===== src/hw/fac_map.svh =====
// Command codes, addresses and bus timing for the auxiliary-mode flash host
// Summary of operation
// - In lock-register mode A0 enters program entry and the next write programs the lock register.
// - Lock-register exit is 90 then 00 at any address, and a 03 word count in the exit state also returns to read.
// - From the first unlock state, 55 at 2AA reaches the second, F0 returns to read, and 70 gives a status read.
// - In the second unlock state A0 at 555 programs a word, 25 at a sector loads the buffer, 90 at 555 exits, F0 backs out.
`ifndef FAC_MAP_SVH
`define FAC_MAP_SVH

`define FAC_ADDR_UNLOCK1 24'h000555
`define FAC_ADDR_UNLOCK2 24'h0002aa
`define FAC_D_RESET      16'h00f0
`define FAC_D_STAT_RD    16'h0070
`define FAC_D_STAT_CLR   16'h0071
`define FAC_D_UNLOCK1    16'h00aa
`define FAC_D_UNLOCK2    16'h0055
`define FAC_D_PROG       16'h00a0
`define FAC_D_BUF_LOAD   16'h0025
`define FAC_D_EXIT_ENTRY 16'h0090
`define FAC_D_EXIT       16'h0000
`define FAC_D_WORD_CNT   16'h0003

`define FAC_CLK_NS       25
`define FAC_T_SETUP_NS   25
`define FAC_T_PULSE_NS   50
`define FAC_T_HOLD_NS    25
`define FAC_CYC(ns)      (((ns) + `FAC_CLK_NS - 1) / `FAC_CLK_NS)
`define FAC_SETUP_CYC    `FAC_CYC(`FAC_T_SETUP_NS)
`define FAC_PULSE_CYC    `FAC_CYC(`FAC_T_PULSE_NS)
`define FAC_HOLD_CYC     `FAC_CYC(`FAC_T_HOLD_NS)
`define FAC_SYNC_CYC     8'h02

`endif


===== src/hw/fac_pkg.sv =====
// Types shared by the auxiliary-mode flash host
package fac_pkg;
  localparam int FAC_AW = 24;
  localparam int FAC_DW = 16;

  typedef enum logic [3:0] {
    FAC_OP_READ     = 4'h0,
    FAC_OP_RESET    = 4'h1,
    FAC_OP_STAT_RD  = 4'h2,
    FAC_OP_STAT_CLR = 4'h3,
    FAC_OP_LOCK_PG  = 4'h4,
    FAC_OP_LOCK_EXT = 4'h5,
    FAC_OP_LOCK_WC  = 4'h6,
    FAC_OP_SS_UNLK  = 4'h7,
    FAC_OP_SS_PROG  = 4'h8,
    FAC_OP_SS_BUF   = 4'h9,
    FAC_OP_SS_EXIT  = 4'ha,
    FAC_OP_RAW      = 4'hb
  } fac_op_e;

  typedef enum logic [6:0] {
    FAC_M_READ   = 7'h01,
    FAC_M_LOCK   = 7'h02,
    FAC_M_QUERY  = 7'h04,
    FAC_M_SECURE = 7'h08,
    FAC_M_UL1    = 7'h10,
    FAC_M_UL2    = 7'h20,
    FAC_M_BUFFER = 7'h40
  } fac_mode_e;

  typedef enum logic [3:0] {
    FAC_B_IDLE = 4'h1, FAC_B_SETUP = 4'h2, FAC_B_PULSE = 4'h4, FAC_B_HOLD = 4'h8
  } fac_bst_e;

  typedef enum logic [3:0] {
    FAC_S_IDLE = 4'h1, FAC_S_ISSUE = 4'h2, FAC_S_WAIT = 4'h4, FAC_S_DONE = 4'h8
  } fac_st_e;

  typedef struct packed {
    fac_op_e            op;
    fac_mode_e          mode;
    logic [FAC_AW-1:0]  addr;
    logic [FAC_DW-1:0]  data;
  } fac_cmd_s;

  typedef struct packed {
    logic               wr;
    logic [FAC_AW-1:0]  addr;
    logic [FAC_DW-1:0]  data;
  } fac_req_s;

  typedef struct packed {
    logic               ce_n;
    logic               we_n;
    logic               oe_n;
    logic               dq_oe_n;
    logic [FAC_AW-1:0]  addr;
    logic [FAC_DW-1:0]  dq_o;
  } fac_pins_s;

  typedef struct packed {
    fac_bst_e               st;
    logic [7:0]             cnt;
    logic                   wr;
    fac_pins_s              pins;
    logic [2:0][FAC_DW-1:0] sync;
    logic [FAC_DW-1:0]      rdata;
    logic                   done;
  } fac_bus_state_s;

  typedef struct packed {
    fac_st_e                st;
    fac_mode_e              mode;
    fac_mode_e              mode_after;
    logic [1:0]             step;
    logic [1:0]             nwr;
    logic                   rd;
    logic [2:0][FAC_AW-1:0] a;
    logic [2:0][FAC_DW-1:0] d;
    logic                   rsp_valid;
    logic                   rsp_err;
    logic [FAC_DW-1:0]      rsp_data;
  } fac_state_s;
endpackage : fac_pkg


===== src/hw/fac_bus_cycle.sv =====
// Single flash bus cycle engine: one write or read with pin timing
`timescale 1ns/1ps
`default_nettype none
`include "fac_map.svh"
module fac_bus_cycle import fac_pkg::*; #(
  parameter logic [7:0] SETUP_CYC = 8'(`FAC_SETUP_CYC),
  parameter logic [7:0] PULSE_CYC = 8'(`FAC_PULSE_CYC),
  parameter logic [7:0] HOLD_CYC  = 8'(`FAC_HOLD_CYC)
) (
  input  wire logic              clk_sys,
  input  wire logic              rst,
  input  wire logic              req_valid,
  input  wire fac_req_s          req,
  output logic                   req_ready,
  output logic                   done,
  output logic [FAC_DW-1:0]      rdata,
  output fac_pins_s              pins,
  input  wire logic [FAC_DW-1:0] dq_i
);
  fac_bus_state_s st_ff, nxt_st;

  // Cycle sequencing and read sampling
  always_comb begin
    nxt_st         = st_ff;
    nxt_st.done    = 1'b0;
    nxt_st.sync[0] = dq_i;
    nxt_st.sync[1] = st_ff.sync[0];
    nxt_st.sync[2] = st_ff.sync[1];
    case (st_ff.st)
      FAC_B_IDLE: begin
        if (req_valid) begin
          nxt_st.st           = FAC_B_SETUP;
          nxt_st.cnt          = SETUP_CYC;
          nxt_st.wr           = req.wr;
          nxt_st.pins.ce_n    = 1'b0;
          nxt_st.pins.addr    = req.addr;
          nxt_st.pins.dq_o    = req.data;
          nxt_st.pins.dq_oe_n = ~req.wr; // Drive data only on writes
        end
      end
      FAC_B_SETUP: begin
        nxt_st.cnt = st_ff.cnt - 8'h01;
        if (st_ff.cnt <= 8'h01) begin
          nxt_st.st        = FAC_B_PULSE;
          // Reads stay longer so stages 2 and 3 hold only strobed data
          nxt_st.cnt       = st_ff.wr ? PULSE_CYC : PULSE_CYC + `FAC_SYNC_CYC;
          nxt_st.pins.we_n = ~st_ff.wr;
          nxt_st.pins.oe_n = st_ff.wr;
        end
      end
      FAC_B_PULSE: begin
        if (st_ff.cnt > 8'h01) begin
          nxt_st.cnt = st_ff.cnt - 8'h01;
        end else if (st_ff.wr || (st_ff.sync[1] == st_ff.sync[2])) begin
          nxt_st.rdata     = st_ff.wr ? st_ff.rdata : st_ff.sync[2];
          nxt_st.st        = FAC_B_HOLD;
          nxt_st.cnt       = HOLD_CYC;
          nxt_st.pins.we_n = 1'b1; // Rising edge latches the command
          nxt_st.pins.oe_n = 1'b1;
        end
      end
      FAC_B_HOLD: begin
        nxt_st.cnt = st_ff.cnt - 8'h01;
        if (st_ff.cnt <= 8'h01) begin
          nxt_st.st           = FAC_B_IDLE;
          nxt_st.pins.ce_n    = 1'b1;
          nxt_st.pins.dq_oe_n = 1'b1;
          nxt_st.done         = 1'b1;
        end
      end
      default: nxt_st.st = FAC_B_IDLE;
    endcase
  end

  // State register
  always_ff @(posedge clk_sys or posedge rst) begin
    if (rst) begin
      st_ff      <= '0;
      st_ff.st   <= FAC_B_IDLE;
      st_ff.pins <= '{ce_n: 1'b1, we_n: 1'b1, oe_n: 1'b1, dq_oe_n: 1'b1,
                      addr: '0, dq_o: '0};
    end else begin
      st_ff <= nxt_st;
    end
  end

  assign req_ready = (st_ff.st == FAC_B_IDLE);
  assign done      = st_ff.done;
  assign rdata     = st_ff.rdata;
  assign pins      = st_ff.pins;
endmodule : fac_bus_cycle
`default_nettype wire


===== src/hw/fac_host.sv =====
// Host controller issuing auxiliary-mode command sequences to a parallel flash
`timescale 1ns/1ps
`default_nettype none
`include "fac_map.svh"
module fac_host import fac_pkg::*; #(
  parameter logic [7:0] SETUP_CYC = 8'(`FAC_SETUP_CYC),
  parameter logic [7:0] PULSE_CYC = 8'(`FAC_PULSE_CYC),
  parameter logic [7:0] HOLD_CYC  = 8'(`FAC_HOLD_CYC)
) (
  input  wire logic              clk_sys,
  input  wire logic              rst,
  input  wire logic              cmd_valid,
  input  wire fac_cmd_s          cmd,
  output logic                   cmd_ready,
  output logic                   rsp_valid,
  output logic                   rsp_err,
  output logic [FAC_DW-1:0]      rsp_data,
  output fac_mode_e              mode_mirror,
  output logic                   flash_ce_n,
  output logic                   flash_we_n,
  output logic                   flash_oe_n,
  output logic [FAC_AW-1:0]      flash_addr,
  output logic [FAC_DW-1:0]      flash_dq_o,
  output logic                   flash_dq_oe_n,
  input  wire logic [FAC_DW-1:0] flash_dq_i
);
  fac_state_s        st_ff, nxt_st;
  logic              bus_valid;
  fac_req_s          bus_req;
  logic              bus_ready;
  logic              bus_done;
  logic [FAC_DW-1:0] bus_rdata;
  fac_pins_s         pins;

  // Whether an operation has a defined transition in the current mode
  function automatic logic op_legal(input fac_op_e op, input fac_mode_e m);
    case (op)
      FAC_OP_READ, FAC_OP_RAW: op_legal = 1'b1;
      FAC_OP_RESET:    op_legal = (m != FAC_M_BUFFER) && (m != FAC_M_READ);
      FAC_OP_STAT_RD:  op_legal = m inside {FAC_M_LOCK, FAC_M_QUERY, FAC_M_SECURE,
                                            FAC_M_UL1};
      FAC_OP_STAT_CLR: op_legal = m inside {FAC_M_LOCK, FAC_M_QUERY, FAC_M_SECURE};
      FAC_OP_LOCK_PG, FAC_OP_LOCK_EXT, FAC_OP_LOCK_WC:
        op_legal = (m == FAC_M_LOCK);
      FAC_OP_SS_UNLK:  op_legal = (m == FAC_M_SECURE);
      FAC_OP_SS_PROG, FAC_OP_SS_BUF, FAC_OP_SS_EXIT:
        op_legal = (m == FAC_M_UL2);
      default:         op_legal = 1'b0;
    endcase
  endfunction : op_legal

  // Mode the device is left in once an operation completes
  function automatic fac_mode_e op_mode(input fac_cmd_s c, input fac_mode_e m);
    case (c.op)
      FAC_OP_RESET:    op_mode = (m == FAC_M_UL2) ? FAC_M_SECURE : FAC_M_READ;
      FAC_OP_STAT_RD:  op_mode = (m == FAC_M_UL1) ? FAC_M_SECURE : m;
      FAC_OP_LOCK_PG:  op_mode = FAC_M_LOCK;
      FAC_OP_LOCK_EXT: op_mode = FAC_M_READ;
      FAC_OP_LOCK_WC:  op_mode = FAC_M_READ;
      FAC_OP_SS_UNLK:  op_mode = FAC_M_UL2;
      FAC_OP_SS_PROG:  op_mode = FAC_M_SECURE;
      FAC_OP_SS_BUF:   op_mode = FAC_M_BUFFER;
      FAC_OP_SS_EXIT:  op_mode = FAC_M_READ;
      FAC_OP_RAW:      op_mode = c.mode;
      default:         op_mode = m;
    endcase
  endfunction : op_mode

  // Command acceptance, sequence expansion and cycle stepping
  always_comb begin
    nxt_st           = st_ff;
    nxt_st.rsp_valid = 1'b0;
    case (st_ff.st)
      FAC_S_IDLE: begin
        if (cmd_valid) begin
          nxt_st.step       = 2'd0;
          nxt_st.rd         = 1'b0;
          nxt_st.nwr        = 2'd1;
          nxt_st.a          = {3{cmd.addr}};
          nxt_st.d          = {3{cmd.data}};
          nxt_st.mode_after = op_mode(cmd, st_ff.mode);
          nxt_st.st         = FAC_S_ISSUE;
          case (cmd.op)
            FAC_OP_READ: begin
              nxt_st.nwr = 2'd0;
              nxt_st.rd  = 1'b1;
            end
            FAC_OP_RESET: begin
              nxt_st.d[0] = `FAC_D_RESET;
            end
            FAC_OP_STAT_RD: begin
              nxt_st.a[0] = `FAC_ADDR_UNLOCK1;
              nxt_st.d[0] = `FAC_D_STAT_RD;
              nxt_st.rd   = 1'b1;
            end
            FAC_OP_STAT_CLR: begin
              nxt_st.a[0] = `FAC_ADDR_UNLOCK1;
              nxt_st.d[0] = `FAC_D_STAT_CLR;
            end
            FAC_OP_LOCK_PG: begin
              nxt_st.nwr  = 2'd2;
              nxt_st.d[0] = `FAC_D_PROG;
            end
            FAC_OP_LOCK_EXT, FAC_OP_LOCK_WC: begin
              nxt_st.nwr  = 2'd2;
              nxt_st.d[0] = `FAC_D_EXIT_ENTRY;
              nxt_st.d[1] = (cmd.op == FAC_OP_LOCK_WC) ? `FAC_D_WORD_CNT : `FAC_D_EXIT;
            end
            FAC_OP_SS_UNLK: begin
              // Full unlock pair always, so a set abort flag never diverts
              nxt_st.nwr  = 2'd2;
              nxt_st.a[0] = `FAC_ADDR_UNLOCK1;
              nxt_st.d[0] = `FAC_D_UNLOCK1;
              nxt_st.a[1] = `FAC_ADDR_UNLOCK2;
              nxt_st.d[1] = `FAC_D_UNLOCK2;
            end
            FAC_OP_SS_PROG: begin
              nxt_st.nwr  = 2'd2;
              nxt_st.a[0] = `FAC_ADDR_UNLOCK1;
              nxt_st.d[0] = `FAC_D_PROG;
            end
            FAC_OP_SS_BUF: begin
              nxt_st.d[0] = `FAC_D_BUF_LOAD;
            end
            FAC_OP_SS_EXIT: begin
              nxt_st.nwr  = 2'd2;
              nxt_st.a[0] = `FAC_ADDR_UNLOCK1;
              nxt_st.d[0] = `FAC_D_EXIT_ENTRY;
              nxt_st.d[1] = `FAC_D_EXIT;
            end
            default: ;
          endcase
          // Unmatched operations emit no cycle at all
          if (!op_legal(cmd.op, st_ff.mode)) begin
            nxt_st.st        = FAC_S_IDLE;
            nxt_st.rsp_valid = 1'b1;
            nxt_st.rsp_err   = 1'b1;
          end
        end
      end
      FAC_S_ISSUE: begin
        if (bus_ready) begin
          nxt_st.st = FAC_S_WAIT;
        end
      end
      FAC_S_WAIT: begin
        if (bus_done) begin
          if ({1'b0, st_ff.step} + 3'd1 < {1'b0, st_ff.nwr} + {2'b00, st_ff.rd}) begin
            nxt_st.step = st_ff.step + 2'd1;
            nxt_st.st   = FAC_S_ISSUE;
          end else begin
            nxt_st.st = FAC_S_DONE;
          end
        end
      end
      FAC_S_DONE: begin
        nxt_st.st        = FAC_S_IDLE;
        nxt_st.mode      = st_ff.mode_after;
        nxt_st.rsp_valid = 1'b1;
        nxt_st.rsp_err   = 1'b0;
        nxt_st.rsp_data  = st_ff.rd ? bus_rdata : st_ff.rsp_data;
      end
      default: nxt_st.st = FAC_S_IDLE;
    endcase
  end

  // State register
  always_ff @(posedge clk_sys or posedge rst) begin
    if (rst) begin
      st_ff            <= '0;
      st_ff.st         <= FAC_S_IDLE;
      st_ff.mode       <= FAC_M_READ;
      st_ff.mode_after <= FAC_M_READ;
    end else begin
      st_ff <= nxt_st;
    end
  end

  // Bus request for the current step; the last step is the read if any
  always_comb begin
    bus_valid    = (st_ff.st == FAC_S_ISSUE);
    bus_req.wr   = (st_ff.step < st_ff.nwr);
    bus_req.addr = st_ff.a[st_ff.step];
    bus_req.data = st_ff.d[st_ff.step];
  end

  fac_bus_cycle #(
    .SETUP_CYC (SETUP_CYC),
    .PULSE_CYC (PULSE_CYC),
    .HOLD_CYC  (HOLD_CYC)
  ) u_bus (
    .clk_sys   (clk_sys),
    .rst       (rst),
    .req_valid (bus_valid),
    .req       (bus_req),
    .req_ready (bus_ready),
    .done      (bus_done),
    .rdata     (bus_rdata),
    .pins      (pins),
    .dq_i      (flash_dq_i)
  );

  // Outputs
  assign cmd_ready     = (st_ff.st == FAC_S_IDLE);
  assign rsp_valid     = st_ff.rsp_valid;
  assign rsp_err       = st_ff.rsp_err;
  assign rsp_data      = st_ff.rsp_data;
  assign mode_mirror   = st_ff.mode;
  assign flash_ce_n    = pins.ce_n;
  assign flash_we_n    = pins.we_n;
  assign flash_oe_n    = pins.oe_n;
  assign flash_addr    = pins.addr;
  assign flash_dq_o    = pins.dq_o;
  assign flash_dq_oe_n = pins.dq_oe_n;
endmodule : fac_host
`default_nettype wire


===== config.mk =====
export PLATFORM = sky130hd
export DESIGN_NAME = fac_host
export DESIGN_NICKNAME = d
export VERILOG_FILES = /design/src/hw/fac_pkg.sv /design/src/hw/fac_bus_cycle.sv /design/src/hw/fac_host.sv
export VERILOG_INCLUDE_DIRS = /design/src /design/src/hw
export SDC_FILE = /design/constraint.sdc
export NUM_CORES = 1
export LEC_CHECK = 0
export BUFFER_PORTS_ARGS = -buffer_cell sky130_fd_sc_hd__buf_2
export CORE_MARGIN = 2
export CORE_UTILIZATION = 44
export DETAILED_ROUTE_END_ITERATION = 16
export PLACE_DENSITY_LB_ADDON = 0.25
export RECOVER_POWER = 25
export SLEW_MARGIN = 5
export SYNTH_ARGS = -nofsm -noshare
export SYNTH_HDL_FRONTEND = slang
export SYNTH_SLANG_ARGS = --single-unit

===== constraint.sdc =====
create_clock -name clk_sys -period 8.46 [get_ports clk_sys]
set_input_delay 0.846 -clock clk_sys [delete_from_list [all_inputs] [get_ports clk_sys]]
set_output_delay 0.846 -clock clk_sys [all_outputs]
set_load 0.05 [all_outputs]

==> metrics.csv <==
metric,value,unit
synth_seq_cells,283,
drt-initial-drc-count,519,
ir_drop,0.000161,V
cts_buffer_depth,3,
critPathCaptureType,async pin,
ctsHoldBuffers,0,
status,"finished, violations left",
grt_pass1_vias,8465,
worstMarginPinSlew,3.57,ns
yosysWarnings,0,
rsz0062_at_grt,false,
cts_tree,done,
die_w,172,um
dieArea,29700,um^2
fin_worst_skew,0.0126,ns
syn-cell-area,12500,um^2
seq_area_frac_synth,0.569,
cts_num_sinks,283,
fin_crit_sh,0.564,
wl_per_cell,16.6,um
synth_edf_count,0,
synthFlopType,dfrtp_1,
critPathKind,in2async,
failed_checks,"capacitance limit, slew limit",
htreeDepth,1,
grt_pass1_wl,44.4,mm
drt-vias-per-instance,5.21,
routed_wl,27.5,mm
path_max_fanout,185,
dr.pass1.iters,4,
fin_crit,4.78,ns
dp_hpwl,17.4,mm
min_path_type,reg2reg,
ys_types,66,
fmax,209,MHz
num_vias,8634,
power.density,230,nW/um^2
io_pins,140,
drive_gt1_frac,0.191,
cts_buffers,29,
final.fill_count,2586,
fin_setup_tns,0,ns
ant_nets,0,
async_flop_share,1.00,
cts_resized,0,
syn_to_final_growth,11.3,%
setup_violations,0,
cp.arrival,5.21,ns
gp_congestion,0.863,
slew_viol_final,69,
synth_cells,1216,
syn_avg_cell_area,10.2,um^2
antenna_found_initial,1,
port-buffer-count,139,
insertion_delay,0.54,ns
drc,0,
maxCapViolations,1,
nets,1339,
required,8.90,ns
grt.total_usage,0.187,
p_leak,6.64,nW
start_util,0.447,
postCtsSetupBuffers,0,
num_antenna_cells,0,
cts.clk_slew.worst_paths,0.06,ns
std_cell_rows,61,
syn_nets,1294,
slew-limit-headroom,-1.38,
fp.dieH,172,um
cts-root-buf,clkbuf_16,
rrSetupSlack,5.06,ns
grt_max_degree,186,
gr-total-overflow,0,
hold_viol,0,
crit_path_start_kind,input pin,
postLayoutCoreUtil,0.498,
coreArea,27900,um^2
==> layout make-up <==
class                           count  area, um^2  share of cell area
Timing Repair Buffer              146         752              0.0542
Clock inverter                     10         115             0.00830
Clock buffer                       40         807              0.0582
Inverter                           18        68.8             0.00496
Sequential cell                   283        7090               0.511
Multi-Input combinational cell    783        4560               0.329
Tap cell                          378         473              0.0341
==> power by group <==
| group | total (mW) | switching (mW) | internal, mW | leakage, nW |
|---|---|---|---|---|
| Sequential | 1.56 | 0.0764 | 1.48 | 3.59 |
| Clock | 1.23 | 0.509 | 0.725 | 0.460 |
| Combinational | 0.393 | 0.251 | 0.143 | 2.60 |
| Total | 3.19 | 0.837 | 2.35 | 6.64 |
==> logic make-up (layout without fill, tap and decap cells) <==
family,Yosys count,in the layout,share of synthesized area
AND/OR/NAND/NOR,422,422,0.147
adder cells (fa/ha/maj),8,8,0.00803
multiplexers,80,80,0.0680
buffers and inverters,150,214,0.0655
AO/OA/AOI/OAI,253,253,0.129
flip-flops,283,283,0.569
XOR/XNOR,20,20,0.0141
==> path summary, 6_finish.rpt <==
path,start,endpoint,depth (start not counted)
min reg2reg,u_bus.nxt_st[45]$_DFF_PP0_,u_bus.nxt_st[61]$_DFF_PP0_,0
min,u_bus.nxt_st[45]$_DFF_PP0_,u_bus.nxt_st[61]$_DFF_PP0_,0
min in group asynchronous,rst,u_bus.nxt_st[33]$_DFF_PP0_,2
max,rst,st_ff[142]$_DFFE_PP0P_,4
max reg2reg,st_ff[157]$_DFFE_PP1P_,st_ff[45]$_DFFE_PP0P_,5
max in group clk_sys,st_ff[157]$_DFFE_PP1P_,st_ff[45]$_DFFE_PP0P_,5
==> synth_stat cells, types with 18 or more instances <==
library cell / number / area [um^2]
dfrtp_1: 275 / 6880
nand2_1: 268 / 1010
o21ai_0: 85 / 425
a21oi_1: 66 / 330
nor2_1: 66 / 248
buf_4: 63 / 473
clkbuf_1: 55 / 206
mux2i_1: 43 / 430
mux2_2: 36 / 405
a22o_1: 34 / 298
nand3_1: 25 / 125
xnor2_1: 19 / 166
inv_1: 18 / 67.6
==> stage by stage <==
step	power, mW	cells	instance area [um^2]	hold slack, ns	worst slack, ns
2_1_floorplan	1.88	1216	12500	0.331	3.87
3_3_place_gp	1.96	1608	13000	0.331	5.07
3_5_place_dp	1.98	1608	13000	0.335	4.99
4_1_cts	3.22	1658	13900	0.344	4.97
5_1_grt	3.35	1658	13900	0.353	2.76
6_report	3.19	1658	13900	0.343	3.68
==> sequential cells by signal, indices dropped and copies added (netlist names) <==
signal and flops:
mode_mirror 7, st_ff 136, u_bus.pins 44, u_bus.st_ff 29, u_bus.rdata 16, rsp_err 1, rsp_data 16, rsp_valid 1
u_bus.done 1, u_bus.nxt_st 32
==> worst max-delay path, stage by stage <==
cell,delay (ns)
buf_2,0.10
clkinvlp_2,0.78
clkbuf_1,2.57
buf_12,0.66
==> metal layers <==
| metal | share of wire | GRT usage | up-vias |
|---|---|---|---|
| li1 | - | - | 4178 |
| met1 | 0.47 | 0.268 | 4237 |
| met2 | 0.46 | 0.303 | 185 |
| met3 | 0.050 | 0.0298 | 32 |
| met4 | 0.015 | 0.0413 | 2 |
| met5 | 0.00058 | 0 | - |
==> layout by cell type, fill, tap and decap left out, drive strengths merged, types with 7 or more instances in the layout <==
cell,Yosys,layout
o21a,8,8
nor2,66,66
nand2,268,268
inv,18,18
nor2b,10,10
a31oi,8,8
nor3,10,10
dfrtp,275,275
o21ai,86,86
nand2b,10,10
clkbuf,55,43
o22a,8,8
ha,8,8
a21oi,66,66
mux2i,43,43
clkinv,0,7
mux2,37,37
xnor2,19,19
a22o,34,34
nand3,25,25
buf,77,143
and2,7,7
dfstp,8,8
No activity file was read; power rests on OpenSTA's default activity.
